==> src/logic/lcd_key_pkg.sv <==
// Constants, register map and state type for the LCD and key-scan block.
// Assumes a 40 MHz system clock and a nominal 50 kHz scan oscillator.
package lcd_key_pkg;
  // System clock and oscillator timing.
  localparam int CLK_PERIOD_PS = 25000;
  localparam int OSC_PERIOD_PS = 20000000;
  localparam int OSC_DIV       = OSC_PERIOD_PS / CLK_PERIOD_PS;
  // Oscillator periods (T) for scanning and the frame.
  localparam int SCAN_PERIOD_T = 375;
  localparam int REQ_DELAY_T   = 800;
  localparam int FRAME_DIV_T   = 512;
  localparam logic [7:0] BP_HALF_LAST = 8'(FRAME_DIV_T / 2 - 1);
  localparam logic [5:0] STEP_LAST    = 6'(SCAN_PERIOD_T / 6 - 1);
  localparam logic [9:0] REQ_LAST     = 10'(REQ_DELAY_T - 1);
  // Geometry.
  localparam int DISP_BITS = 90;
  localparam int SEG_PINS  = 45;
  localparam int KEY_BITS  = 30;
  // Wishbone byte offsets.
  localparam logic [7:0] ADDR_CTRL  = 8'h00;
  localparam logic [7:0] ADDR_DISP0 = 8'h04;
  localparam logic [7:0] ADDR_DISP1 = 8'h08;
  localparam logic [7:0] ADDR_DISP2 = 8'h0C;
  localparam logic [7:0] ADDR_KEY   = 8'h10;
  localparam logic [7:0] ADDR_ISTAT = 8'h14;
  localparam logic [7:0] ADDR_IMASK = 8'h18;
  localparam logic [7:0] ADDR_STAT  = 8'h1C;
  // Control register fields and reset value.
  localparam int CTL_SLEEP_A = 0;
  localparam int CTL_SLEEP_B = 1;
  localparam int CTL_SCAN_A  = 2;
  localparam int CTL_SCAN_B  = 3;
  localparam int CTL_PORT_A  = 4;
  localparam int CTL_PORT_B  = 5;
  localparam int CTL_BLANK   = 6;
  localparam logic [6:0] CTRL_RST = 7'h00;
  // Interrupt status bits.
  localparam int IRQ_KEYREQ  = 0;
  localparam int IRQ_RESCAN  = 1;
  typedef enum {ST_IDLE, ST_SCAN, ST_WAIT, ST_HOLD} scan_state_t;
endpackage : lcd_key_pkg

==> src/logic/lcd_key_ctrl_decode.sv <==
// LCD segment driver control decode with key-scan matrix and Wishbone regs.
// Assumes a Wishbone classic master on clk_i and open-drain wiring outside.
//
// Behaviour
// - Sleep bits zero: normal, else sleep outputs low
// - Scan drive standby levels follow sleep bits
// - Sleep forces dual pins into scan role
// - Scan-pin bits pick dual pin roles
// - Port bits convert first segment pins
// - Port pin drives high when its bit set
// - Blank bit forces segments off, data kept
// - Pin n uses bits 2n-1 and 2n
// - Bit one lights segment in its phase
// - Key read gives keys then sleep flag
// - Key index is line times five plus sense
// - Segment-role dual pins report keys zero
// - Sleep flag records mode at key press
// - Sleep stops oscillator, key press restarts it
// - Port pins keep driving during sleep
// - Frame rate is oscillator over 512
// - Agreeing scans raise request 800T after start
// - Chip enable high releases key request
`timescale 1ns/1ps
module lcd_key_ctrl_decode
  import lcd_key_pkg::*;
#(
  parameter int OSC_DIV_P = OSC_DIV
)
(
  // Clock and reset
  input  wire logic        clk_i,
  input  wire logic        rst_i,
  // Wishbone slave
  input  wire logic [7:0]  adr_i,
  input  wire logic [31:0] dat_i,
  output logic      [31:0] dat_o,
  input  wire logic        we_i,
  input  wire logic [3:0]  sel_i,
  input  wire logic        cyc_i,
  input  wire logic        stb_i,
  output logic             ack_o,
  // Pins from outside the clock domain
  input  wire logic        ce_i,
  input  wire logic [4:0]  scan_sense_lines_i,
  // Display and scan pins
  output logic      [42:0] seg_o,
  output logic             dual_scan_seg_pin_a_o,
  output logic             dual_scan_seg_pin_b_o,
  output logic      [3:0]  scan_drive_lines_o,
  output logic             backplane_a_o,
  output logic             backplane_b_o,
  // Open-drain key request and interrupt
  output logic             key_req_do_o,
  output logic             key_req_oe_o,
  output logic             irq_o
);

  logic [6:0]            ctrl_reg;
  logic [DISP_BITS-1:0]  disp_reg;
  logic [1:0]            istat_reg;
  logic [1:0]            imask_reg;
  logic                  ack_reg;
  logic [31:0]           rdat_reg;
  logic                  ce_s1, ce_s2;
  logic [4:0]            sense_s1, sense_s2;
  logic [15:0]           dcnt;
  logic                  tick;
  logic                  osc_run;
  logic [7:0]            bcnt;
  logic                  phase_reg;
  scan_state_t           state_reg;
  logic [9:0]            tcnt;
  logic [5:0]            scnt;
  logic [2:0]            line_reg;
  logic                  pass_reg;
  logic [KEY_BITS-1:0]   acc_a, acc_b;
  logic [KEY_BITS-1:0]   key_reg;
  logic                  sa_reg, sa_cap;
  logic                  req_reg;
  logic [SEG_PINS-1:0]   seg_reg;
  logic [5:0]            drv_reg, drv_next;
  logic                  mode_a_reg, mode_b_reg;
  logic                  bp_a_reg, bp_b_reg;
  logic                  sleep, blank, seg_a, seg_b;
  logic [3:0]            port_en;
  logic [KEY_BITS-1:0]   key_mask;
  logic                  acc, wr, rd_key, agree, latch, start;
  logic [31:0]           bmask;

  assign acc    = cyc_i & stb_i & ~ack_reg;
  assign wr     = acc & we_i;
  assign rd_key = acc & ~we_i & (adr_i == ADDR_KEY);
  assign bmask  = {{8{sel_i[3]}}, {8{sel_i[2]}},
                   {8{sel_i[1]}}, {8{sel_i[0]}}};
  assign ack_o  = ack_reg;
  assign dat_o  = rdat_reg;

  // Mode decode from the control word.
  assign sleep = ctrl_reg[CTL_SLEEP_A] | ctrl_reg[CTL_SLEEP_B];
  assign blank = ctrl_reg[CTL_BLANK];
  assign seg_a = ~sleep &
                 (ctrl_reg[CTL_SCAN_A] | ctrl_reg[CTL_SCAN_B]);
  assign seg_b = ~sleep & ctrl_reg[CTL_SCAN_A];
  always_comb
  begin
    case ({ctrl_reg[CTL_PORT_A], ctrl_reg[CTL_PORT_B]})
      2'b01:   port_en = 4'h3;
      2'b10:   port_en = 4'h7;
      2'b11:   port_en = 4'hF;
      default: port_en = 4'h0;
    endcase
  end
  assign key_mask = {20'hF_FFFF, {5{~seg_b}}, {5{~seg_a}}};

  // Bus handshake: one wait state, ack for every address.
  always_ff @(posedge clk_i)
  begin
    if (rst_i)
      ack_reg <= 1'b0;
    else
      ack_reg <= acc;
  end

  // The whole control word lands in one write, never partly shifted.
  always_ff @(posedge clk_i)
  begin
    if (rst_i)
      ctrl_reg <= CTRL_RST;
    else if (wr && adr_i == ADDR_CTRL && sel_i[0])
      ctrl_reg <= dat_i[6:0];
  end

  // Display data is not cleared by reset; the segment output register is cleared while reset is held.
  always_ff @(posedge clk_i)
  begin
    if (wr && adr_i == ADDR_DISP0)
      disp_reg[31:0] <= (disp_reg[31:0] & ~bmask) | (dat_i & bmask);
    if (wr && adr_i == ADDR_DISP1)
      disp_reg[63:32] <= (disp_reg[63:32] & ~bmask) | (dat_i & bmask);
    if (wr && adr_i == ADDR_DISP2)
      disp_reg[89:64] <= (disp_reg[89:64] & ~bmask[25:0])
                         | (dat_i[25:0] & bmask[25:0]);
  end

  always_ff @(posedge clk_i)
  begin
    if (rst_i)
      rdat_reg <= 32'h0000_0000;
    else if (acc && !we_i)
    begin
      case (adr_i)
        ADDR_CTRL:  rdat_reg <= {25'h000_0000, ctrl_reg};
        ADDR_DISP0: rdat_reg <= disp_reg[31:0];
        ADDR_DISP1: rdat_reg <= disp_reg[63:32];
        ADDR_DISP2: rdat_reg <= {6'h00, disp_reg[89:64]};
        ADDR_KEY:   rdat_reg <= {req_reg, sa_reg, key_reg};
        ADDR_ISTAT: rdat_reg <= {30'h0000_0000, istat_reg};
        ADDR_IMASK: rdat_reg <= {30'h0000_0000, imask_reg};
        ADDR_STAT:  rdat_reg <= {28'h000_0000, state_reg != ST_IDLE,
                                 osc_run, phase_reg, sleep};
        default:    rdat_reg <= 32'h0000_0000;
      endcase
    end
  end

  // Two-flop synchronisers for pins.
  always_ff @(posedge clk_i)
  begin
    ce_s1    <= ce_i;
    ce_s2    <= ce_s1;
    sense_s1 <= scan_sense_lines_i;
    sense_s2 <= sense_s1;
  end

  // Oscillator stand-in: stopped in sleep only while the scan state is ST_IDLE.
  assign osc_run = ~sleep | (state_reg != ST_IDLE);
  assign tick    = osc_run & (dcnt == 16'(OSC_DIV_P - 1));
  always_ff @(posedge clk_i)
  begin
    if (rst_i || !osc_run || tick)
      dcnt <= 16'h0000;
    else
      dcnt <= dcnt + 16'h0001;
  end

  // Backplane phase toggles every 256 T, one frame per 512 T.
  always_ff @(posedge clk_i)
  begin
    if (rst_i)
    begin
      bcnt      <= 8'h00;
      phase_reg <= 1'b0;
    end
    else if (tick)
    begin
      bcnt <= bcnt + 8'h01;
      if (bcnt == BP_HALF_LAST)
      begin
        bcnt      <= 8'h00;
        phase_reg <= ~phase_reg;
      end
    end
  end

  // Scan sequencing.
  assign agree = (acc_a == acc_b);
  assign latch = state_reg == ST_WAIT && tick && tcnt == REQ_LAST;
  assign start = state_reg == ST_IDLE && (|sense_s2);
  always_ff @(posedge clk_i)
  begin
    if (rst_i)
    begin
      state_reg <= ST_IDLE;
      tcnt      <= 10'h000;
      scnt      <= 6'h00;
      line_reg  <= 3'h0;
      pass_reg  <= 1'b0;
      acc_a     <= 30'h0000_0000;
      acc_b     <= 30'h0000_0000;
      sa_cap    <= 1'b0;
    end
    else
    begin
      case (state_reg)
        ST_IDLE:
        begin
          if (start)
          begin
            state_reg <= ST_SCAN;
            sa_cap    <= sleep;
          end
        end
        ST_SCAN:
        begin
          if (tick)
          begin
            tcnt <= tcnt + 10'h001;
            scnt <= scnt + 6'h01;
            if (scnt == STEP_LAST)
            begin
              scnt <= 6'h00;
              for (int j = 0; j < 6; j++)
              begin
                if (line_reg == 3'(j))
                begin
                  if (pass_reg)
                    acc_b[j*5 +: 5] <= sense_s2;
                  else
                    acc_a[j*5 +: 5] <= sense_s2;
                end
              end
              line_reg <= line_reg + 3'h1;
              if (line_reg == 3'h5)
              begin
                line_reg <= 3'h0;
                pass_reg <= 1'b1;
                if (pass_reg)
                  state_reg <= ST_WAIT;
              end
            end
          end
        end
        ST_WAIT:
        begin
          if (tick)
            tcnt <= tcnt + 10'h001;
          if (latch)
          begin
            tcnt     <= 10'h000;
            pass_reg <= 1'b0;
            if (agree && (|acc_a))
              state_reg <= ST_HOLD;
            else if (agree)
              state_reg <= ST_IDLE;
            else
              state_reg <= ST_SCAN;
          end
        end
        ST_HOLD:
        begin
          // Rescan after the controller has read the key data.
          if (!req_reg)
          begin
            state_reg <= ST_SCAN;
            sa_cap    <= sleep;
          end
        end
        default:
          state_reg <= ST_IDLE;
      endcase
    end
  end

  // Key data, sleep flag and request.
  always_ff @(posedge clk_i)
  begin
    if (rst_i)
    begin
      key_reg <= 30'h0000_0000;
      sa_reg  <= 1'b0;
      req_reg <= 1'b0;
    end
    else if (latch && agree && (|acc_a))
    begin
      key_reg <= acc_a & key_mask;
      sa_reg  <= sa_cap;
      req_reg <= 1'b1;
    end
    else if (rd_key)
      req_reg <= 1'b0;
  end

  // Open-drain request pin pulls low while pending and CE is low.
  assign key_req_do_o = 1'b0;
  assign key_req_oe_o = req_reg & ~ce_s2;

  // Interrupts: set wins over a write-one clear in the same cycle.
  always_ff @(posedge clk_i)
  begin
    if (rst_i)
      istat_reg <= 2'b00;
    else
    begin
      for (int i = 0; i < 2; i++)
      begin
        if ((i == IRQ_KEYREQ && latch && agree && (|acc_a)) ||
            (i == IRQ_RESCAN && latch && !agree))
          istat_reg[i] <= 1'b1;
        else if (wr && adr_i == ADDR_ISTAT && sel_i[0] && dat_i[i])
          istat_reg[i] <= 1'b0;
      end
    end
  end
  always_ff @(posedge clk_i)
  begin
    if (rst_i)
      imask_reg <= 2'b00;
    else if (wr && adr_i == ADDR_IMASK && sel_i[0])
      imask_reg <= dat_i[1:0];
  end
  assign irq_o = |(istat_reg & imask_reg);

  // Scan drive: one-hot during a scan, standby levels otherwise.
  always_comb
  begin
    if (state_reg == ST_SCAN)
      drv_next = 6'h01 << line_reg;
    else
    begin
      case ({ctrl_reg[CTL_SLEEP_A], ctrl_reg[CTL_SLEEP_B]})
        2'b01:   drv_next = 6'h20;
        2'b10:   drv_next = 6'h30;
        default: drv_next = 6'h3F;
      endcase
    end
  end

  // Segment, port and backplane output registers.
  always_ff @(posedge clk_i)
  begin
    if (rst_i)
    begin
      seg_reg    <= 45'h0000_0000_0000;
      drv_reg    <= 6'h20;
      mode_a_reg <= 1'b0;
      mode_b_reg <= 1'b0;
      bp_a_reg   <= 1'b0;
      bp_b_reg   <= 1'b0;
    end
    else
    begin
      for (int i = 0; i < SEG_PINS; i++)
      begin
        if (i < 4 && port_en[i])
          seg_reg[i] <= disp_reg[2*i];
        else if (sleep || blank)
          seg_reg[i] <= 1'b0;
        else
          seg_reg[i] <= phase_reg ? disp_reg[2*i+1]
                                  : disp_reg[2*i];
      end
      drv_reg    <= drv_next;
      mode_a_reg <= seg_a;
      mode_b_reg <= seg_b;
      bp_a_reg   <= ~sleep & ~phase_reg;
      bp_b_reg   <= ~sleep & phase_reg;
    end
  end
  assign seg_o                 = seg_reg[42:0];
  assign dual_scan_seg_pin_a_o = mode_a_reg ? seg_reg[43] : drv_reg[0];
  assign dual_scan_seg_pin_b_o = mode_b_reg ? seg_reg[44] : drv_reg[1];
  assign scan_drive_lines_o    = drv_reg[5:2];
  assign backplane_a_o         = bp_a_reg;
  assign backplane_b_o         = bp_b_reg;
endmodule : lcd_key_ctrl_decode

==> config.mk <==
export PLATFORM = sky130hd
export DESIGN_NAME = lcd_key_ctrl_decode
export DESIGN_NICKNAME = d
export VERILOG_FILES = /design/src/logic/lcd_key_pkg.sv /design/src/logic/lcd_key_ctrl_decode.sv
export SDC_FILE = /design/constraint.sdc
export NUM_CORES = 1
export LEC_CHECK = 0
export BUFFER_PORTS_ARGS = -buffer_cell sky130_fd_sc_hd__buf_2
export CORE_ASPECT_RATIO = 1.4
export CORE_UTILIZATION = 40
export CTS_CLUSTER_DIAMETER = 200
export CTS_CLUSTER_SIZE = 12
export DETAILED_ROUTE_END_ITERATION = 6
export GPL_TIMING_DRIVEN = 0
export HOLD_SLACK_MARGIN = 0.05
export PLACE_DENSITY_LB_ADDON = 0.2
export RECOVER_POWER = 25
export SKIP_CTS_REPAIR_TIMING = 1
export SLEW_MARGIN = 20
export SYNTH_ARGS = -nofsm -noshare
export SYNTH_HDL_FRONTEND = slang
export SYNTH_SLANG_ARGS = --single-unit
export TNS_END_PERCENT = 20
==> constraint.sdc <==
create_clock -name clk_i -period 7.4 [get_ports clk_i]
set_clock_uncertainty 0.1 [all_clocks]
set_input_delay 2.22 -clock clk_i [delete_from_list [all_inputs] [get_ports clk_i]]
set_output_delay 2.22 -clock clk_i [all_outputs]
set_load 0.01 [all_outputs]
== Word-level counts from Yosys, hierarchy flattened ==
Index checks and enable logic that the tools add are counted.
Storage, ports and cells
  bits in registers: 371
  output and inout port bits: 87
  word-level logic and storage cells: 264
Operators by class
  add/subtract/negate cells: 5
  equality and inequality tests: 34
  shift-type cells: 1
  muxes and demuxes: 89
  bitwise gates (word level): 34
  reductions and logical operators: 57
Operators by type and width (count)
  case mux 32 bit (8 select lines): 1
  2-to-1 mux 32 bit: 7
  case mux 32 bit (4 select lines): 1
  bitwise AND 32 bit: 3
  == test 32 x 2 -> 1 bit, second input constant: 3
  2-to-1 mux 1 bit: 68
  AND reduction 5 bit: 13
  logical NOT 32 bit: 2
  OR 32 bit: 2
  bitwise AND 26 bit: 2
  == test 32 x 1 -> 1 bit, second input constant: 1
  == test 32 x 3 -> 1 bit, second input constant: 1
  == test 8 x 5 -> 1 bit, second input constant: 4
  inverter 32 bit: 1
  nonzero test 32 bit: 1
  bitwise AND 30 bit: 1
  == test 30 bit: 1
  OR reduction 30 bit: 1
  inverter 26 bit: 1
  OR 26 bit: 1
  2-to-1 mux 10 bit: 2
  case mux 10 bit (2 select lines): 1
  logical AND 1 bit: 19
  adder 16 x 1 -> 16 bit, second input constant: 1
  other kinds (38): 82

== Longest topological paths before layout ==
  depth after elaboration: 9
  gate-level depth with buffers: 11
  gate-level depth less buffers: 8

== Worst setup path before layout ==
Ideal clock, no wire load.
  path kind: input port to flip-flop
  start point: in adr_i[5]
  end point: reg (tool-made name)
  library setup time: 370 ps
  arrival time: 3621 ps
  required time: 6930 ps
  setup slack: 3309 ps
  stages: 3
  cell sequence: or4b_1 -> or3_1 -> nor2_1
RTL lines
  from (decl): line lcd_key_ctrl_decode.sv:34  | input wire logic [7:0] adr_i,

==> impl_metrics.env <==
export IMPL_layout_min_cycle_time_ns=4.20
export IMPL_ir_drop_v=0.000178
export IMPL_synth_most_common_cell="dfxtp_1"
export IMPL_grt_pass1_vias=10100
export IMPL_report_final_slew_viol_count=0
export IMPL_fill_cells=3222
export IMPL_p_comb_share_pct=6.8
export IMPL_postRouteAntennaNets=0
export IMPL_row_count=80
export IMPL_synth_cell_area_sq_mm=0.0139
export IMPL_clock_sinks=341
export IMPL_fmax_ghz=0.238
export IMPL_fin_util_pct=47.1
export IMPL_whs_ns=0.226
export IMPL_worst_path_max_fanout=8
export IMPL_synth_top_area_share_pct=36.1
export IMPL_drt_vias_per_instance=5.15
export IMPL_outcome="complete, no violations"
export IMPL_htree_num_levels=2
export IMPL_design_core_area_sq_mm=0.0341
export IMPL_p_leak_nw=6.20
export IMPL_fin_setup_tns_ns=0
export IMPL_drc_errors=0
export IMPL_intPower_mw=2.89
export IMPL_cp_arrival_ns=4.25
export IMPL_async_flop_share_pct=0
export IMPL_rsz0062_at_grt="false"
export IMPL_hold_viol=0
export IMPL_numCtsBuffers=34
export IMPL_synth_seq_cells=341
export IMPL_relSlewSlack_pct=26.1
export IMPL_yosysSeqAreaShare_pct=55.5
export IMPL_worstPathRequired_ns=7.45
export IMPL_synth_nets=1392
export IMPL_switching_share_pct=23.0
export IMPL_yosysWarnings=0
export IMPL_cp_start_kind="input pin"
export IMPL_layout_nets=1567
export IMPL_vias=10100
export IMPL_ys_types=66
export IMPL_num_antenna_cells=0
export IMPL_syn_to_final_growth_pct=15.5
export IMPL_grt_pass1_wl_um=58700
export IMPL_path_clk_slew_ns=0.06
export IMPL_start_util_pct=40.8
export IMPL_cts_tree="done"
export IMPL_regArea_sq_mm=0.00773
export IMPL_grt_remaining_overflow=0
export IMPL_net_switching_power_uw=866
export IMPL_powerDensity_mw_per_mm2=234
export IMPL_syn_area_per_cell_sq_um=10.5
export IMPL_synth_top_cells_by_count="251 x dfxtp_1, 242 x nor2_1, 132 x mux2i_1, 90 x edfxtp_1, 74 x a21oi_1"
export IMPL_yosysTopAreaCell="dfxtp_1"
export IMPL_synthTopCellsByArea="dfxtp_1 36%, edfxtp_1 19%, mux2i_1 9.5%"
export IMPL_synth_edff_count=90
export IMPL_io_pins=142
export IMPL_antenna_found_initial=0
export IMPL_grt_max_degree=14
export IMPL_hold_class="flop to flop"
export IMPL_cts_buffer_depth=3
export IMPL_power_mw=3.76
export IMPL_dp_hpwl_um=29300
export IMPL_drtPass1Iterations=7
export IMPL_drt_iter0_drc=694
export IMPL_die_area_sq_mm=0.0356
export IMPL_critical_path_class="input pin to flop"
export IMPL_finalCritPeriodShare_pct=56.8
export IMPL_power_frac_seq_pct=52.0
export IMPL_synth_cells=1325
export IMPL_wl_per_cell_um=19.5
export IMPL_tightest_slew_ns=1.11
export IMPL_cts_root_buf="clkbuf_16"
export IMPL_setup_violations=0
export IMPL_drive_gt1_share_pct=16.1
export IMPL_die_height_um=223
export IMPL_crit_path_end_kind="flop"
export IMPL_synth_main_ff_cell="dfxtp_1"
export IMPL_power_frac_clock_pct=41.2
export IMPL_multi_input_area_sq_mm=0.00538
export IMPL_clk_latency_ns=0.52
export IMPL_die_width_um=160
export IMPL_gp_congestion=0.906
export IMPL_io_buffers=139
export IMPL_grt_use_total_pct=21.7
export IMPL_wl_um=38300
export IMPL_drv_cap=0
-- power by group through the flow --
stage	sequential (mW)	clock, mW	combinational (mW)
detailed placement	2.00	0	0.257
global route	1.96	1.65	0.278
global placement	2.00	0	0.255
floorplan	1.99	0	0.159
CTS	1.96	1.58	0.258
finish	1.96	1.55	0.255
-- stage by stage --
stage	instance area, sq um	worst slack (ns)	std cells
finish	16100	3.20	1965
floorplan	13900	3.31	1325
global placement	15200	2.64	1915
detailed placement	15200	2.61	1915
global route	16100	3.10	1965
CTS	16100	3.16	1965
-- kinds of logic after synthesis --
kind of cell    after synthesis  share of synthesized area, %
other cells                   1                        0.0269
xor+xnor                     62                          3.90
simple gates                446                          15.7
mux                         136                          9.89
fa+ha+maj                    12                          1.08
buf+inv                     148                          5.86
flops                       341                          55.5
compound gates              179                          8.02
-- layer usage --
metal	global-route usage [%]	up-vias	routed length (um)
met2	40.2	299	20100
met4	8.87	0	1230
met3	2.76	73	1770
li1	-	4942	-
met1	24.8	4802	15300
met5	0	-	0
-- critical path, stage by stage --
cell    delay (ns)
buf_2         0.11
or4b_1        0.66
or3_1         0.52
nor2_1        0.72
-- layout by cell type (no fill, tap or decap), types with 3 or more instances in the layout --
master     synthesis  final
buf_4             59     59
nand3_2            6      6
and3_1            13     13
o21ai_0           25     25
edfxtp_1          90     90
nor2_1           242    242
a222oi_1           5      5
clkbuf_16          0     35
nand4_1           25     25
mux2i_1          132    132
clkbuf_1          48     93
nand3b_1          13     13
buf_1              5      5
buf_2             12    119
buf_6              3      3
xnor2_1           43     43
nand2b_1           8      8
and2_1             7      7
a21oi_1           74     74
nor2b_1            3      3
a22oi_1           55     55
xor2_1            19     19
dfxtp_1          251    251
mux2_2             3      3
ha_1              12     12
a31o_2             3      3
inv_1             20     20
a31oi_1            5      5
or3_1             12     12
and4_1             5      5
nor3_1            15     15
nand3_1           13     13
nor4_1            13     13
nand2_1           47     47
-- final cells by class --
cell class,instances,share of cell area [%]
well taps,451,3.51
clock inverters,2,0.109
inverters,20,0.467
flip-flops and latches,341,48.0
clock buffers,48,5.75
plain buffers,128,4.60
multi-input cells,836,33.4
repair buffers,139,4.08
-- final timing paths --
path	from	end	slack (ns)	cells past startpoint
min reg2reg	sense_s1[3]	sense_s2[3]	0.23	0
min	sense_s1[3]	sense_s2[3]	0.23	0
max	adr_i[5]	flop	3.20	4
max reg2reg	ctrl_reg[0]	acc_a[25]	4.78	11
Power figures use the tool's default switching activity.
